--- src/rtl/nv_pkg.sv ---
// Shared constants and types for the nonvolatile data access controller
package nv_pkg;
  localparam int unsigned NV_ADDR_W = 9;
  localparam int unsigned IO_ADDR_W = 7;
  localparam logic [6:0] IO_ADDR_HIGH = 7'h10;
  localparam logic [6:0] IO_ADDR_LOW = 7'h11;
  localparam logic [6:0] IO_DATA = 7'h12;
  localparam logic [6:0] IO_CTRL = 7'h13;
  localparam logic [6:0] IO_LAST = 7'h3f;
  localparam logic [6:0] IO_BIT_LAST = 7'h1f;
  localparam logic [6:0] DATA_SPACE_BASE = 7'h20;
  localparam logic [6:0] DATA_SPACE_LAST = 7'h5f;
  localparam int unsigned RS_BIT = 0;
  localparam int unsigned WS_BIT = 1;
  localparam int unsigned MWE_BIT = 2;
  localparam int unsigned RIE_BIT = 3;
  localparam logic [8:0] ADDR_RESET = 9'h000;
  localparam logic [7:0] DATA_RESET = 8'h00;
  localparam logic [2:0] MWE_WINDOW = 3'h4;
  localparam logic [2:0] READ_STALL = 3'h4;
  localparam logic [2:0] WRITE_STALL = 3'h2;
  localparam int unsigned OSC_FREQ_KHZ = 1000;
  localparam int unsigned WRITE_OSC_CYCLES = 8448;
  localparam int unsigned CORE_FREQ_MHZ = 250;
  typedef enum logic [2:0] {
    SEL_NONE = 3'b000,
    SEL_ADDR_HIGH = 3'b001,
    SEL_ADDR_LOW = 3'b010,
    SEL_DATA = 3'b011,
    SEL_CTRL = 3'b100
  } reg_sel_type;
  typedef enum logic {
    TMR_IDLE = 1'b0,
    TMR_BUSY = 1'b1
  } timer_state_type;
endpackage

--- src/rtl/write_timer_if.sv ---
// Handshake between the register logic and the write interval timer
`timescale 1ns/1ps
interface write_timer_if;
  logic start;
  logic busy;
  modport ctrl (output start, input busy);
  modport timer (input start, output busy);
endinterface

--- src/rtl/nv_write_timer.sv ---
// Self-timed write interval counted in RC oscillator ticks
`timescale 1ns/1ps
module nv_write_timer #(
  parameter int unsigned OSC_CYCLES = nv_pkg::WRITE_OSC_CYCLES
) (
  input wire logic i_core_clk,
  input wire logic i_resetn,
  input wire logic i_supply_ok,
  input wire logic i_osc_tick,
  write_timer_if.timer tmr
);
  localparam int unsigned CW = $clog2(OSC_CYCLES + 1);
  localparam logic [CW-1:0] LAST = CW'(OSC_CYCLES - 1);
  nv_pkg::timer_state_type state_q;
  logic [CW-1:0] cnt_q;

  // Reset spares a running write
  // Only a reset with a failing supply aborts the interval
  always_ff @(posedge i_core_clk) begin
    if (!i_resetn && !i_supply_ok) begin
      state_q <= nv_pkg::TMR_IDLE;
    end else begin
      unique case (state_q)
        nv_pkg::TMR_IDLE: begin
          if (tmr.start) begin
            state_q <= nv_pkg::TMR_BUSY;
          end
        end
        nv_pkg::TMR_BUSY: begin
          if (i_osc_tick && cnt_q == LAST) begin
            state_q <= nv_pkg::TMR_IDLE;
          end
        end
      endcase
    end
  end

  always_ff @(posedge i_core_clk) begin
    if (!i_resetn && !i_supply_ok) begin
      cnt_q <= '0;
    end else if (state_q == nv_pkg::TMR_IDLE) begin
      cnt_q <= '0;
    end else if (i_osc_tick) begin
      cnt_q <= cnt_q + CW'(1);
    end
  end

  assign tmr.busy = (state_q == nv_pkg::TMR_BUSY);
endmodule

--- src/rtl/eeprom_access_controller.sv ---
// I/O register front end for the on-chip nonvolatile data array
`timescale 1ns/1ps
module eeprom_access_controller #(
  parameter int unsigned WRITE_OSC_CYCLES = nv_pkg::WRITE_OSC_CYCLES
) (
  input wire logic i_core_clk,
  input wire logic i_resetn,
  input wire logic i_supply_ok,
  input wire logic i_osc_tick,
  input wire logic [6:0] i_addr,
  input wire logic i_io_space,
  input wire logic i_wr,
  input wire logic i_rd,
  input wire logic [7:0] i_wdata,
  input wire logic i_bit_set,
  input wire logic i_bit_clr,
  input wire logic [2:0] i_bit_num,
  input wire logic i_global_irq_en,
  input wire logic i_self_program_busy,
  input wire logic [7:0] i_nv_rdata,
  output logic [7:0] o_rd_data,
  output logic o_irq_req,
  output logic o_cpu_stall,
  output logic [8:0] o_nv_addr,
  output logic [7:0] o_nv_wdata,
  output logic o_nv_write,
  output logic o_write_busy
);
  logic [8:0] addr_q;
  logic [7:0] data_q;
  logic rie_q;
  logic mwe_q;
  logic [2:0] mwe_cnt_q;
  logic [2:0] stall_cnt_q;
  logic stall_q;
  logic irq_q;
  logic [7:0] rdata_q;
  logic [7:0] wdata_q;
  logic nv_write_q;
  logic busy;
  logic bit_op;
  logic bit_ok;
  logic wr_en;
  logic [7:0] wr_val;
  logic [7:0] bit_cur;
  nv_pkg::reg_sel_type wr_sel;
  nv_pkg::reg_sel_type rd_sel;
  logic ctrl_wr;
  logic launch;
  logic rd_launch;

  write_timer_if tmr ();

  nv_write_timer #(
    .OSC_CYCLES(WRITE_OSC_CYCLES)
  ) u_timer (
    .i_core_clk(i_core_clk),
    .i_resetn(i_resetn),
    .i_supply_ok(i_supply_ok),
    .i_osc_tick(i_osc_tick),
    .tmr(tmr.timer)
  );

  assign busy = tmr.busy;

  function automatic nv_pkg::reg_sel_type reg_sel(
    input logic [6:0] addr,
    input logic io_space
  );
    logic [6:0] io;
    logic hit;
    io = io_space ? addr : 7'(addr - nv_pkg::DATA_SPACE_BASE);
    hit = io_space ? (addr <= nv_pkg::IO_LAST)
                   : (addr >= nv_pkg::DATA_SPACE_BASE &&
                      addr <= nv_pkg::DATA_SPACE_LAST);
    reg_sel = nv_pkg::SEL_NONE;
    if (hit) begin
      unique case (io)
        nv_pkg::IO_ADDR_HIGH: reg_sel = nv_pkg::SEL_ADDR_HIGH;
        nv_pkg::IO_ADDR_LOW: reg_sel = nv_pkg::SEL_ADDR_LOW;
        nv_pkg::IO_DATA: reg_sel = nv_pkg::SEL_DATA;
        nv_pkg::IO_CTRL: reg_sel = nv_pkg::SEL_CTRL;
        default: reg_sel = nv_pkg::SEL_NONE;
      endcase
    end
  endfunction

  function automatic logic [7:0] read_val(
    input nv_pkg::reg_sel_type sel,
    input logic [8:0] addr,
    input logic [7:0] data,
    input logic rie,
    input logic mwe,
    input logic ws
  );
    read_val = 8'h00;
    unique case (sel)
      nv_pkg::SEL_ADDR_HIGH: read_val = {7'h00, addr[8]};
      nv_pkg::SEL_ADDR_LOW: read_val = addr[7:0];
      nv_pkg::SEL_DATA: read_val = data;
      nv_pkg::SEL_CTRL: read_val = {4'h0, rie, mwe, ws, 1'b0};
      default: read_val = 8'h00;
    endcase
  endfunction

  assign wr_sel = reg_sel(i_addr, i_io_space);
  assign rd_sel = reg_sel(i_addr, i_io_space);
  assign bit_op = i_bit_set | i_bit_clr;
  assign bit_ok = i_io_space && (i_addr <= nv_pkg::IO_BIT_LAST);
  assign bit_cur = read_val(wr_sel, addr_q, data_q, rie_q, mwe_q, busy);

  // Bit instructions rewrite the whole register from its read value
  always_comb begin
    wr_val = i_wdata;
    if (!i_wr) begin
      wr_val = bit_cur;
      wr_val[i_bit_num] = i_bit_set;
    end
  end

  assign wr_en = i_wr | (bit_op & bit_ok);
  assign ctrl_wr = wr_en && (wr_sel == nv_pkg::SEL_CTRL);

  assign launch = ctrl_wr && wr_val[nv_pkg::WS_BIT] && mwe_q &&
                  !busy && !i_self_program_busy;
  assign rd_launch = ctrl_wr && wr_val[nv_pkg::RS_BIT] && !busy && !launch;
  assign tmr.start = launch;

  // Software may not rely on this value
  always_ff @(posedge i_core_clk) begin
    if (!i_resetn) begin
      addr_q <= nv_pkg::ADDR_RESET;
    end else if (wr_en && !busy) begin
      if (wr_sel == nv_pkg::SEL_ADDR_HIGH) begin
        addr_q[8] <= wr_val[0];
      end else if (wr_sel == nv_pkg::SEL_ADDR_LOW) begin
        addr_q[7:0] <= wr_val;
      end
    end
  end

  always_ff @(posedge i_core_clk) begin
    if (!i_resetn) begin
      data_q <= nv_pkg::DATA_RESET;
    end else if (rd_launch) begin
      data_q <= i_nv_rdata;
    end else if (wr_en && wr_sel == nv_pkg::SEL_DATA) begin
      data_q <= wr_val;
    end
  end

  always_ff @(posedge i_core_clk) begin
    if (!i_resetn) begin
      rie_q <= 1'b0;
    end else if (ctrl_wr) begin
      rie_q <= wr_val[nv_pkg::RIE_BIT];
    end
  end

  // Window counted in core clocks
  // A rewrite of one while armed keeps the window, so a bit-set of the
  // strobe cannot stretch it
  always_ff @(posedge i_core_clk) begin
    if (!i_resetn) begin
      mwe_q <= 1'b0;
      mwe_cnt_q <= 3'h0;
    end else if (ctrl_wr && !wr_val[nv_pkg::MWE_BIT]) begin
      mwe_q <= 1'b0;
      mwe_cnt_q <= 3'h0;
    end else if (ctrl_wr && !mwe_q) begin
      mwe_q <= 1'b1;
      mwe_cnt_q <= 3'h0;
    end else if (mwe_q) begin
      if (mwe_cnt_q == 3'(nv_pkg::MWE_WINDOW - 3'h1)) begin
        mwe_q <= 1'b0;
        mwe_cnt_q <= 3'h0;
      end else begin
        mwe_cnt_q <= mwe_cnt_q + 3'h1;
      end
    end
  end

  always_ff @(posedge i_core_clk) begin
    if (!i_resetn) begin
      stall_cnt_q <= 3'h0;
      stall_q <= 1'b0;
    end else if (launch) begin
      stall_cnt_q <= nv_pkg::WRITE_STALL;
      stall_q <= 1'b1;
    end else if (rd_launch) begin
      stall_cnt_q <= nv_pkg::READ_STALL;
      stall_q <= 1'b1;
    end else if (stall_cnt_q != 3'h0) begin
      stall_cnt_q <= stall_cnt_q - 3'h1;
      stall_q <= (stall_cnt_q > 3'h1);
    end else begin
      stall_q <= 1'b0;
    end
  end

  always_ff @(posedge i_core_clk) begin
    if (!i_resetn) begin
      irq_q <= 1'b0;
    end else begin
      irq_q <= rie_q && i_global_irq_en && !busy;
    end
  end

  // Read data registered; one cycle after the read request
  always_ff @(posedge i_core_clk) begin
    if (!i_resetn) begin
      rdata_q <= 8'h00;
    end else if (i_rd) begin
      rdata_q <= read_val(rd_sel, addr_q, data_q, rie_q, mwe_q, busy);
    end
  end

  // Write data latched at launch
  // Latching protects the array from later data register writes
  always_ff @(posedge i_core_clk) begin
    if (!i_resetn) begin
      wdata_q <= nv_pkg::DATA_RESET;
      nv_write_q <= 1'b0;
    end else begin
      nv_write_q <= launch;
      if (launch) begin
        wdata_q <= data_q;
      end
    end
  end

  assign o_rd_data = rdata_q;
  assign o_irq_req = irq_q;
  assign o_cpu_stall = stall_q;
  assign o_nv_addr = addr_q;
  assign o_nv_wdata = wdata_q;
  assign o_nv_write = nv_write_q;
  assign o_write_busy = busy;
endmodule

--- config.mk ---
export PLATFORM = sky130hd
export DESIGN_NAME = eeprom_access_controller
export DESIGN_NICKNAME = d
export VERILOG_FILES = /design/src/rtl/nv_pkg.sv /design/src/rtl/write_timer_if.sv /design/src/rtl/nv_write_timer.sv /design/src/rtl/eeprom_access_controller.sv
export SDC_FILE = /design/constraint.sdc
export NUM_CORES = 1
export LEC_CHECK = 0
export BUFFER_PORTS_ARGS = -buffer_cell sky130_fd_sc_hd__buf_2
export CAP_MARGIN = 20
export CORE_ASPECT_RATIO = 1.75
export CORE_MARGIN = 10
export CORE_UTILIZATION = 45
export CTS_CLUSTER_SIZE = 14
export DETAILED_ROUTE_END_ITERATION = 7
export PLACE_DENSITY = 0.79
export SYNTH_ARGS = -nofsm -noshare
export SYNTH_HDL_FRONTEND = slang
export SYNTH_SLANG_ARGS = --single-unit
--- constraint.sdc ---
create_clock -name i_core_clk -period 2.2 [get_ports i_core_clk]
set_clock_uncertainty 0.05 [all_clocks]
set_input_delay 0.33 -clock i_core_clk [delete_from_list [all_inputs] [get_ports i_core_clk]]
set_output_delay 0.33 -clock i_core_clk [all_outputs]
set_load 0.05 [all_outputs]
After elaboration in Yosys (flattened, before gate mapping):

Cells that the tools add are included.

* add/subtract/negate cells: 4
* magnitude comparators: 7
* equal/unequal tests: 10
* muxes and demuxes: 24
* bitwise logic cells: 6
* reduce and logical (&&, ||, !) cells: 37

Operators with widths (count)
* $pmux W8 S4: 1
* $eq A7 B5 Y1 const B: 4
* $mux W8: 3
* $logic_and A1 B1 Y1: 19
* $add A14 B1 Y14 const B: 1
* $eq A14 B14 Y1 const B: 1
* $mux W3: 4
* $pmux W3 S4: 1
* $mux W1: 10
* $eq A3 B2 Y1 const B: 3
* $bwmux W8: 1
* $ge A7 B6 Y1 const B: 1
* $le A7 B5 Y1 const B: 1
* $le A7 B6 Y1 const B: 1
* $le A7 B7 Y1 const B: 1
* $logic_not A1 Y1: 7
* $mux W7: 1
* $sub A7 B6 Y7 const B: 1
* $reduce_bool A3 Y1: 2
* $reduce_or A2 Y1: 3
* $reduce_or A3 Y1: 2
* $lt A3 B4 Y1 const B: 1
* $reduce_bool A2 Y1: 2
* $add A3 B1 Y3 const B: 1
* 13 further kinds: 16

* flip-flop bits (word level): 59
* bits of input ports: 37
* output and inout port bits: 29
* logic and storage cells: 104

Longest topological paths before layout:

* depth in word-level cells: 17
* gate-level depth with buffers: 9
* depth with buffers taken out: 8

Cells and area by module:

From an unflattened synthesis, not the netlist that was laid out.

* cells, all modules: 376
* area total of the unflattened synthesis: 3208.1 um^2

Modules (own cells, without submodules)
* eeprom_access_controller: times used 1, cells each 296, area each 2498.6 um^2, sequential area each 880.8 um^2
* nv_write_timer: times used 1, cells each 80, area each 709.4 um^2, sequential area each 300.3 um^2

Least setup slack after synthesis:

Ideal clock, no wire load.

* path type: register -> register
* from: register u_timer.state_q, in the netlist u_timer.tmr.busy
* to: register wdata_q[7], in the netlist o_nv_wdata[7]
* library setup time: 0.070 ns
* data arrival time: 2.110 ns
* required time: 2.080 ns
* path slack: -0.030 ns
* cell stages (with the launch flop): 8
* buffers on the path: 1
* clock period less this slack: 2.230 ns
* cells stage by stage: dfxtp_1 mux2_2 a22oi_1 a2111o_1 nor4_2 buf_2 nand2_1 a21oi_1

* cells in the longest elaborated chain, start to end: 7
* elaborated cells on any way between the ends: 8
* classes of those cells: 3 x mux; 5 x reduce/logical

Ends and longest elaborated chain
* start: declaration: line nv_write_timer.sv:14 `nv_pkg::timer_state_type state_q;`
* start signal: assignment: line nv_write_timer.sv:21 `state_q <= nv_pkg::TMR_IDLE;`
* start signal: assignment: line nv_write_timer.sv:26 `state_q <= nv_pkg::TMR_BUSY;`
* start signal: assignment: line nv_write_timer.sv:31 `state_q <= nv_pkg::TMR_IDLE;`
* $pmux W8 S4: line eeprom_access_controller.sv:97 `unique case (sel)`
* $bwmux W8: line eeprom_access_controller.sv:117 `wr_val[i_bit_num] = i_bit_set;`
* $mux W8: line eeprom_access_controller.sv:115 `if (!i_wr) begin`
* $logic_and A1 B1 Y1 (2 in a row): line eeprom_access_controller.sv:124 `assign launch = ctrl_wr && wr_val[nv_pkg::WS_BIT] && mwe_q &&`
* $logic_and A1 B1 Y1 (*): line eeprom_access_controller.sv:124
* $logic_and A1 B1 Y1 (*): line eeprom_access_controller.sv:125 `!busy && !i_self_program_busy;`
* end signal: assignment: line eeprom_access_controller.sv:222 `wdata_q <= nv_pkg::DATA_RESET;`
* end signal: assignment: line eeprom_access_controller.sv:227 `wdata_q <= data_q;`
* end: declaration: line eeprom_access_controller.sv:38 `logic [7:0] wdata_q;`

Mark *: on every way between the ends. The rest lies on a longest branch, timed or not.
A chain may end at the register's enable or synchronous reset.

Worst setup path in the final report:

* from: input port i_addr[6]
* to: register addr_q[1], in the netlist o_nv_addr[1]

* cells in the longest elaborated chain, start to end: 9
* elaborated cells on any way between the ends: 27
* classes of those cells: 1 x add/sub; 4 x order compare; 8 x eq/ne; 7 x mux; 3 x bitwise; 4 x reduce/logical

Ends and longest elaborated chain
* start: declaration: line eeprom_access_controller.sv:10 `input wire logic [6:0] i_addr,`
* $sub A7 B6 Y7: line eeprom_access_controller.sv:72 `io = io_space ? addr : 7'(addr - nv_pkg::DATA_SPACE_BASE);`
* $mux W7: line eeprom_access_controller.sv:72
* $eq A7 B5 Y1: line eeprom_access_controller.sv:78 `unique case (io)`
* $pmux W3 S4: line eeprom_access_controller.sv:78
* $mux W3: line eeprom_access_controller.sv:77 `if (hit) begin`
* $eq A3 B3 Y1, or another cell as far along: line eeprom_access_controller.sv:97
* $pmux W8 S4: line eeprom_access_controller.sv:97
* $bwmux W8: line eeprom_access_controller.sv:117
* $mux W8: line eeprom_access_controller.sv:115
* end signal: assignment: line eeprom_access_controller.sv:132 `addr_q <= nv_pkg::ADDR_RESET;`
* end signal: assignment: line eeprom_access_controller.sv:137 `addr_q[7:0] <= wr_val;`
* end: declaration: line eeprom_access_controller.sv:29 `logic [8:0] addr_q;`

Several ways; a longest one is shown, not always the timed one.

==> results.toml <==
[final_layout]
multi_input_area_sq_um = 1750
diodes = 0
register_area_sq_um = 1180
final_cell_area_sq_um = 3990
nFillCells = 581
fin_cells = 538
synthToLayoutAreaGrowth_pct = 30.4
nNetsFinal = 494
drive_above_1_share_pct = 27.6

[place]
gp_congestion = 0.887
dpl-instance-area_sq_um = 3650
portBuffers = 65
dpl.cell_count = 522
dp_hpwl_microns = 6800

[sta]
fmax_mhz = 493
hold_viol_final = 0
final-setup-viol-count = 0
slew_viol_final = 0
timing.slew.headroom_pct = 54.0
hold-worst-slack_ns = 0.220
period_needed_ns = 2.03
worst_pin_slew_ns = 0.689
period_share_pct = 92.2
rsz0062_at_grt = "false"
fin_setup_tns_ns = 0

[critical_path]
regToRegSetupSlack_ns = 0.26
cp_num_buf_inv = 3
worstPathMaxFanout = 9
required_ns = 2.34
cp.arrival_ns = 2.16
cpPeakStageDelay_ns = 0.41
critPathTopFamily = "simple AND/OR/NAND/NOR gates"
critPathKind = "in2reg"
cp-startpoint = "i_addr[6]"
critPathCapture = "o_nv_addr[1]$_SDFFE_PN0P_"
cp.depth = 10
end_kind = "flop"
regToRegEndpoint = "o_nv_wdata[1]$_SDFFE_PN0P_"
startpoint_type = "input port"
crit_chain = "buf_2 -> inv_1 -> ha_1 -> and4bb_2 -> a22oi_2 -> a2111oi_2 -> and2_1 -> buf_12 -> mux2i_1 -> nor2_1"
rr_startpoint = "data_q[1]$_SDFFE_PN0P_"
cpMaxStageDelayCell = "a2111oi_2"
rr_worst_depth = 8

[cts]
clock_path_buffers = 2
htreeDepth = 3
cts-root-buf = "clkbuf_16"
cts_inserted_buffers = 9
ctsHoldBuffers = 0
cts.sinks = 59
cts_tree = "built"
clock_latency_ns = 0.33
cts.reportedPaths.clkPinSlew_ns = 0.05

[die]
pin_count = 66
coreArea_sq_um = 6590
die-area_sq_um = 10600
row_count = 39
start_util_pct = 46.5
die_width_microns = 82.3
die_height_microns = 129

[global_routing]
grt_start_max_net_pins = 21
grtUsageTotal_pct = 17.3
grt_pass1_vias = 3033
grt_pass1_wl_microns = 14300
grt-ovfl-total = 0
antenna_found_initial = 1

[power]
worst_ir_drop_vdd_mv = 0.496
p_leak_nw = 1.56
p_per_area_nw_per_um2 = 712
clockPowerShare_pct = 53.5
switching_share_pct = 22.7
power.switching_mw = 0.644
cell_internal_pwr_mw = 2.20
combPwrFrac_pct = 8.3
p_seq_share_pct = 38.2

[yosys]
synthDistinctLibCells = 61
synth_area_per_cell_sq_um = 8.48
synth.most_common_cell = "dfxtp_1"
synth_top_cell_by_area = "dfxtp_1"
yosys-top-cells-area = "dfxtp_1 39%, a21oi_1 5.6%, nand2_1 5.3%, mux2i_1 4.9%, nor2_1 4.8%"
ys_seq_area_share_pct = 38.6
synth-edff-count = 0
synth_nets = 404
async_reset_ff_share_pct = 0
yosysWarnings = 0
ys_ff_latch = 59
synthFlopType = "dfxtp_1"
synth_top_area_share_pct = 38.6
postSynthCellCount = 361
synth_area_sq_um = 3060
ys_top_cells_by_count = "59 x dfxtp_1, 43 x nand2_1, 39 x nor2_1, 34 x a21oi_1, 15 x mux2i_1"

[drt]
wl_per_cell_microns = 16.6
drtAntennaViolNets = 0
wl_microns = 8940
drtPass1Iterations = 4
dr_total_vias = 3064
drt-vias-per-instance = 5.70
drc = 0
drt-initial-drc-count = 201

[run]
maxCapViolCount = 0

[outcome]
status = "complete, no violations"

[min_path]
hold_path.class = "in2reg"
-- worst min path at each step --
stage               cells past startpoint                          to  slack [ns]                  startpoint
finish                                  3      data_q[2]$_SDFFE_PN0P_        0.22               i_nv_rdata[2]
CTS                                     3      data_q[2]$_SDFFE_PN0P_        0.22               i_nv_rdata[2]
global route                            3      data_q[2]$_SDFFE_PN0P_        0.22               i_nv_rdata[2]
floorplan                               2   mwe_cnt_q[1]$_SDFFE_PP0P_        0.39   mwe_cnt_q[1]$_SDFFE_PP0P_
global placement                        2  o_nv_wdata[3]$_SDFFE_PN0P_        0.39  o_nv_wdata[3]$_SDFFE_PN0P_
detailed placement                      2  o_nv_wdata[3]$_SDFFE_PN0P_        0.40  o_nv_wdata[3]$_SDFFE_PN0P_
-- power groups by stage --
stage | logic, mW | clock network [mW] | registers (mW)
floorplan | 0.133 | 0 | 1.11
global placement | 0.223 | 0 | 1.11
detailed placement | 0.229 | 0 | 1.11
CTS | 0.232 | 1.54 | 1.09
global route | 0.259 | 1.58 | 1.09
finish | 0.235 | 1.52 | 1.09
-- layer usage --
metal | part of all wire (%) | track usage (%)
met5 | 0.16 | 0
met3 | 6.8 | 5.19
met4 | 3.6 | 10.6
met1 | 35 | 16.6
met2 | 54 | 30.8
-- cell type report --
class	count	area share [%]
clock inverters	6	2.23
clock buffers	10	5.99
repair buffers	96	14.6
flip-flops and latches	59	29.6
inverters	11	1.03
well taps	82	2.57
multi-input cells	274	43.9
-- per-stage QoR --
stage	setup WS (ns)	util, %	power (mW)
2_1_floorplan	0.103	-	1.24
3_3_place_gp	-0.0432	55.5	1.33
3_5_place_dp	-0.121	55.5	1.34
4_1_cts	0.218	60.5	2.85
5_1_grt	0.00260	60.6	2.93
6_report	0.172	60.6	2.84
-- worst register-to-register path, stage by stage, from the launching register on --
cell	delay (ns)
dfxtp_1	0.35
mux2_2	0.15
a22oi_1	0.09
a2111o_1	0.51
buf_4	0.18
nand2b_1	0.14
buf_4	0.19
nand2_1	0.07
a21oi_1	0.06
-- state kept, by name, indices dropped and copies added, names as in the netlist, 3 cells and up --
| register | cells |
|---|---|
| o_nv_wdata | 8 |
| o_rd_data | 8 |
| u_timer.cnt_q | 14 |
| data_q | 8 |
| stall_cnt_q | 3 |
| mwe_cnt_q | 3 |
| o_nv_addr | 9 |
-- timing repair --
| item | in CTS | in global routing |
|---|---|---|
| endpoints found under the hold margin | 0 | 0 |
| resized for setup | 0 | 1 |
| setup buffers | 0 | 0 |
| endpoints found under the setup margin | 0 | 1 |
-- cell usage in the layout (no fill, tap or decap), types with 7 or more instances in the layout --
| cell | synthesis | final |
|---|---|---|
| a21oi_1 | 34 | 34 |
| a22oi_1 | 7 | 7 |
| buf_2 | 2 | 65 |
| buf_4 | 3 | 29 |
| clkbuf_16 | 0 | 9 |
| dfxtp_1 | 59 | 58 |
| inv_1 | 11 | 11 |
| mux2i_1 | 15 | 15 |
| nand2_1 | 43 | 43 |
| nand3_1 | 11 | 11 |
| nor2_1 | 39 | 39 |
| o21ai_0 | 14 | 14 |
| or3_1 | 9 | 9 |
| xor2_1 | 10 | 10 |
-- cells by family after synthesis --
group           count (synthesis)  share of synthesized area, %
flops                          59                          38.6
simple gates                  144                          23.8
xor+xnor                       12                          3.43
fa+ha+maj                       6                          2.45
compound gates                 94                          21.3
mux                            18                          6.01
buf+inv                        28                          4.37
Note: power is estimated with default switching activity, not from simulation.
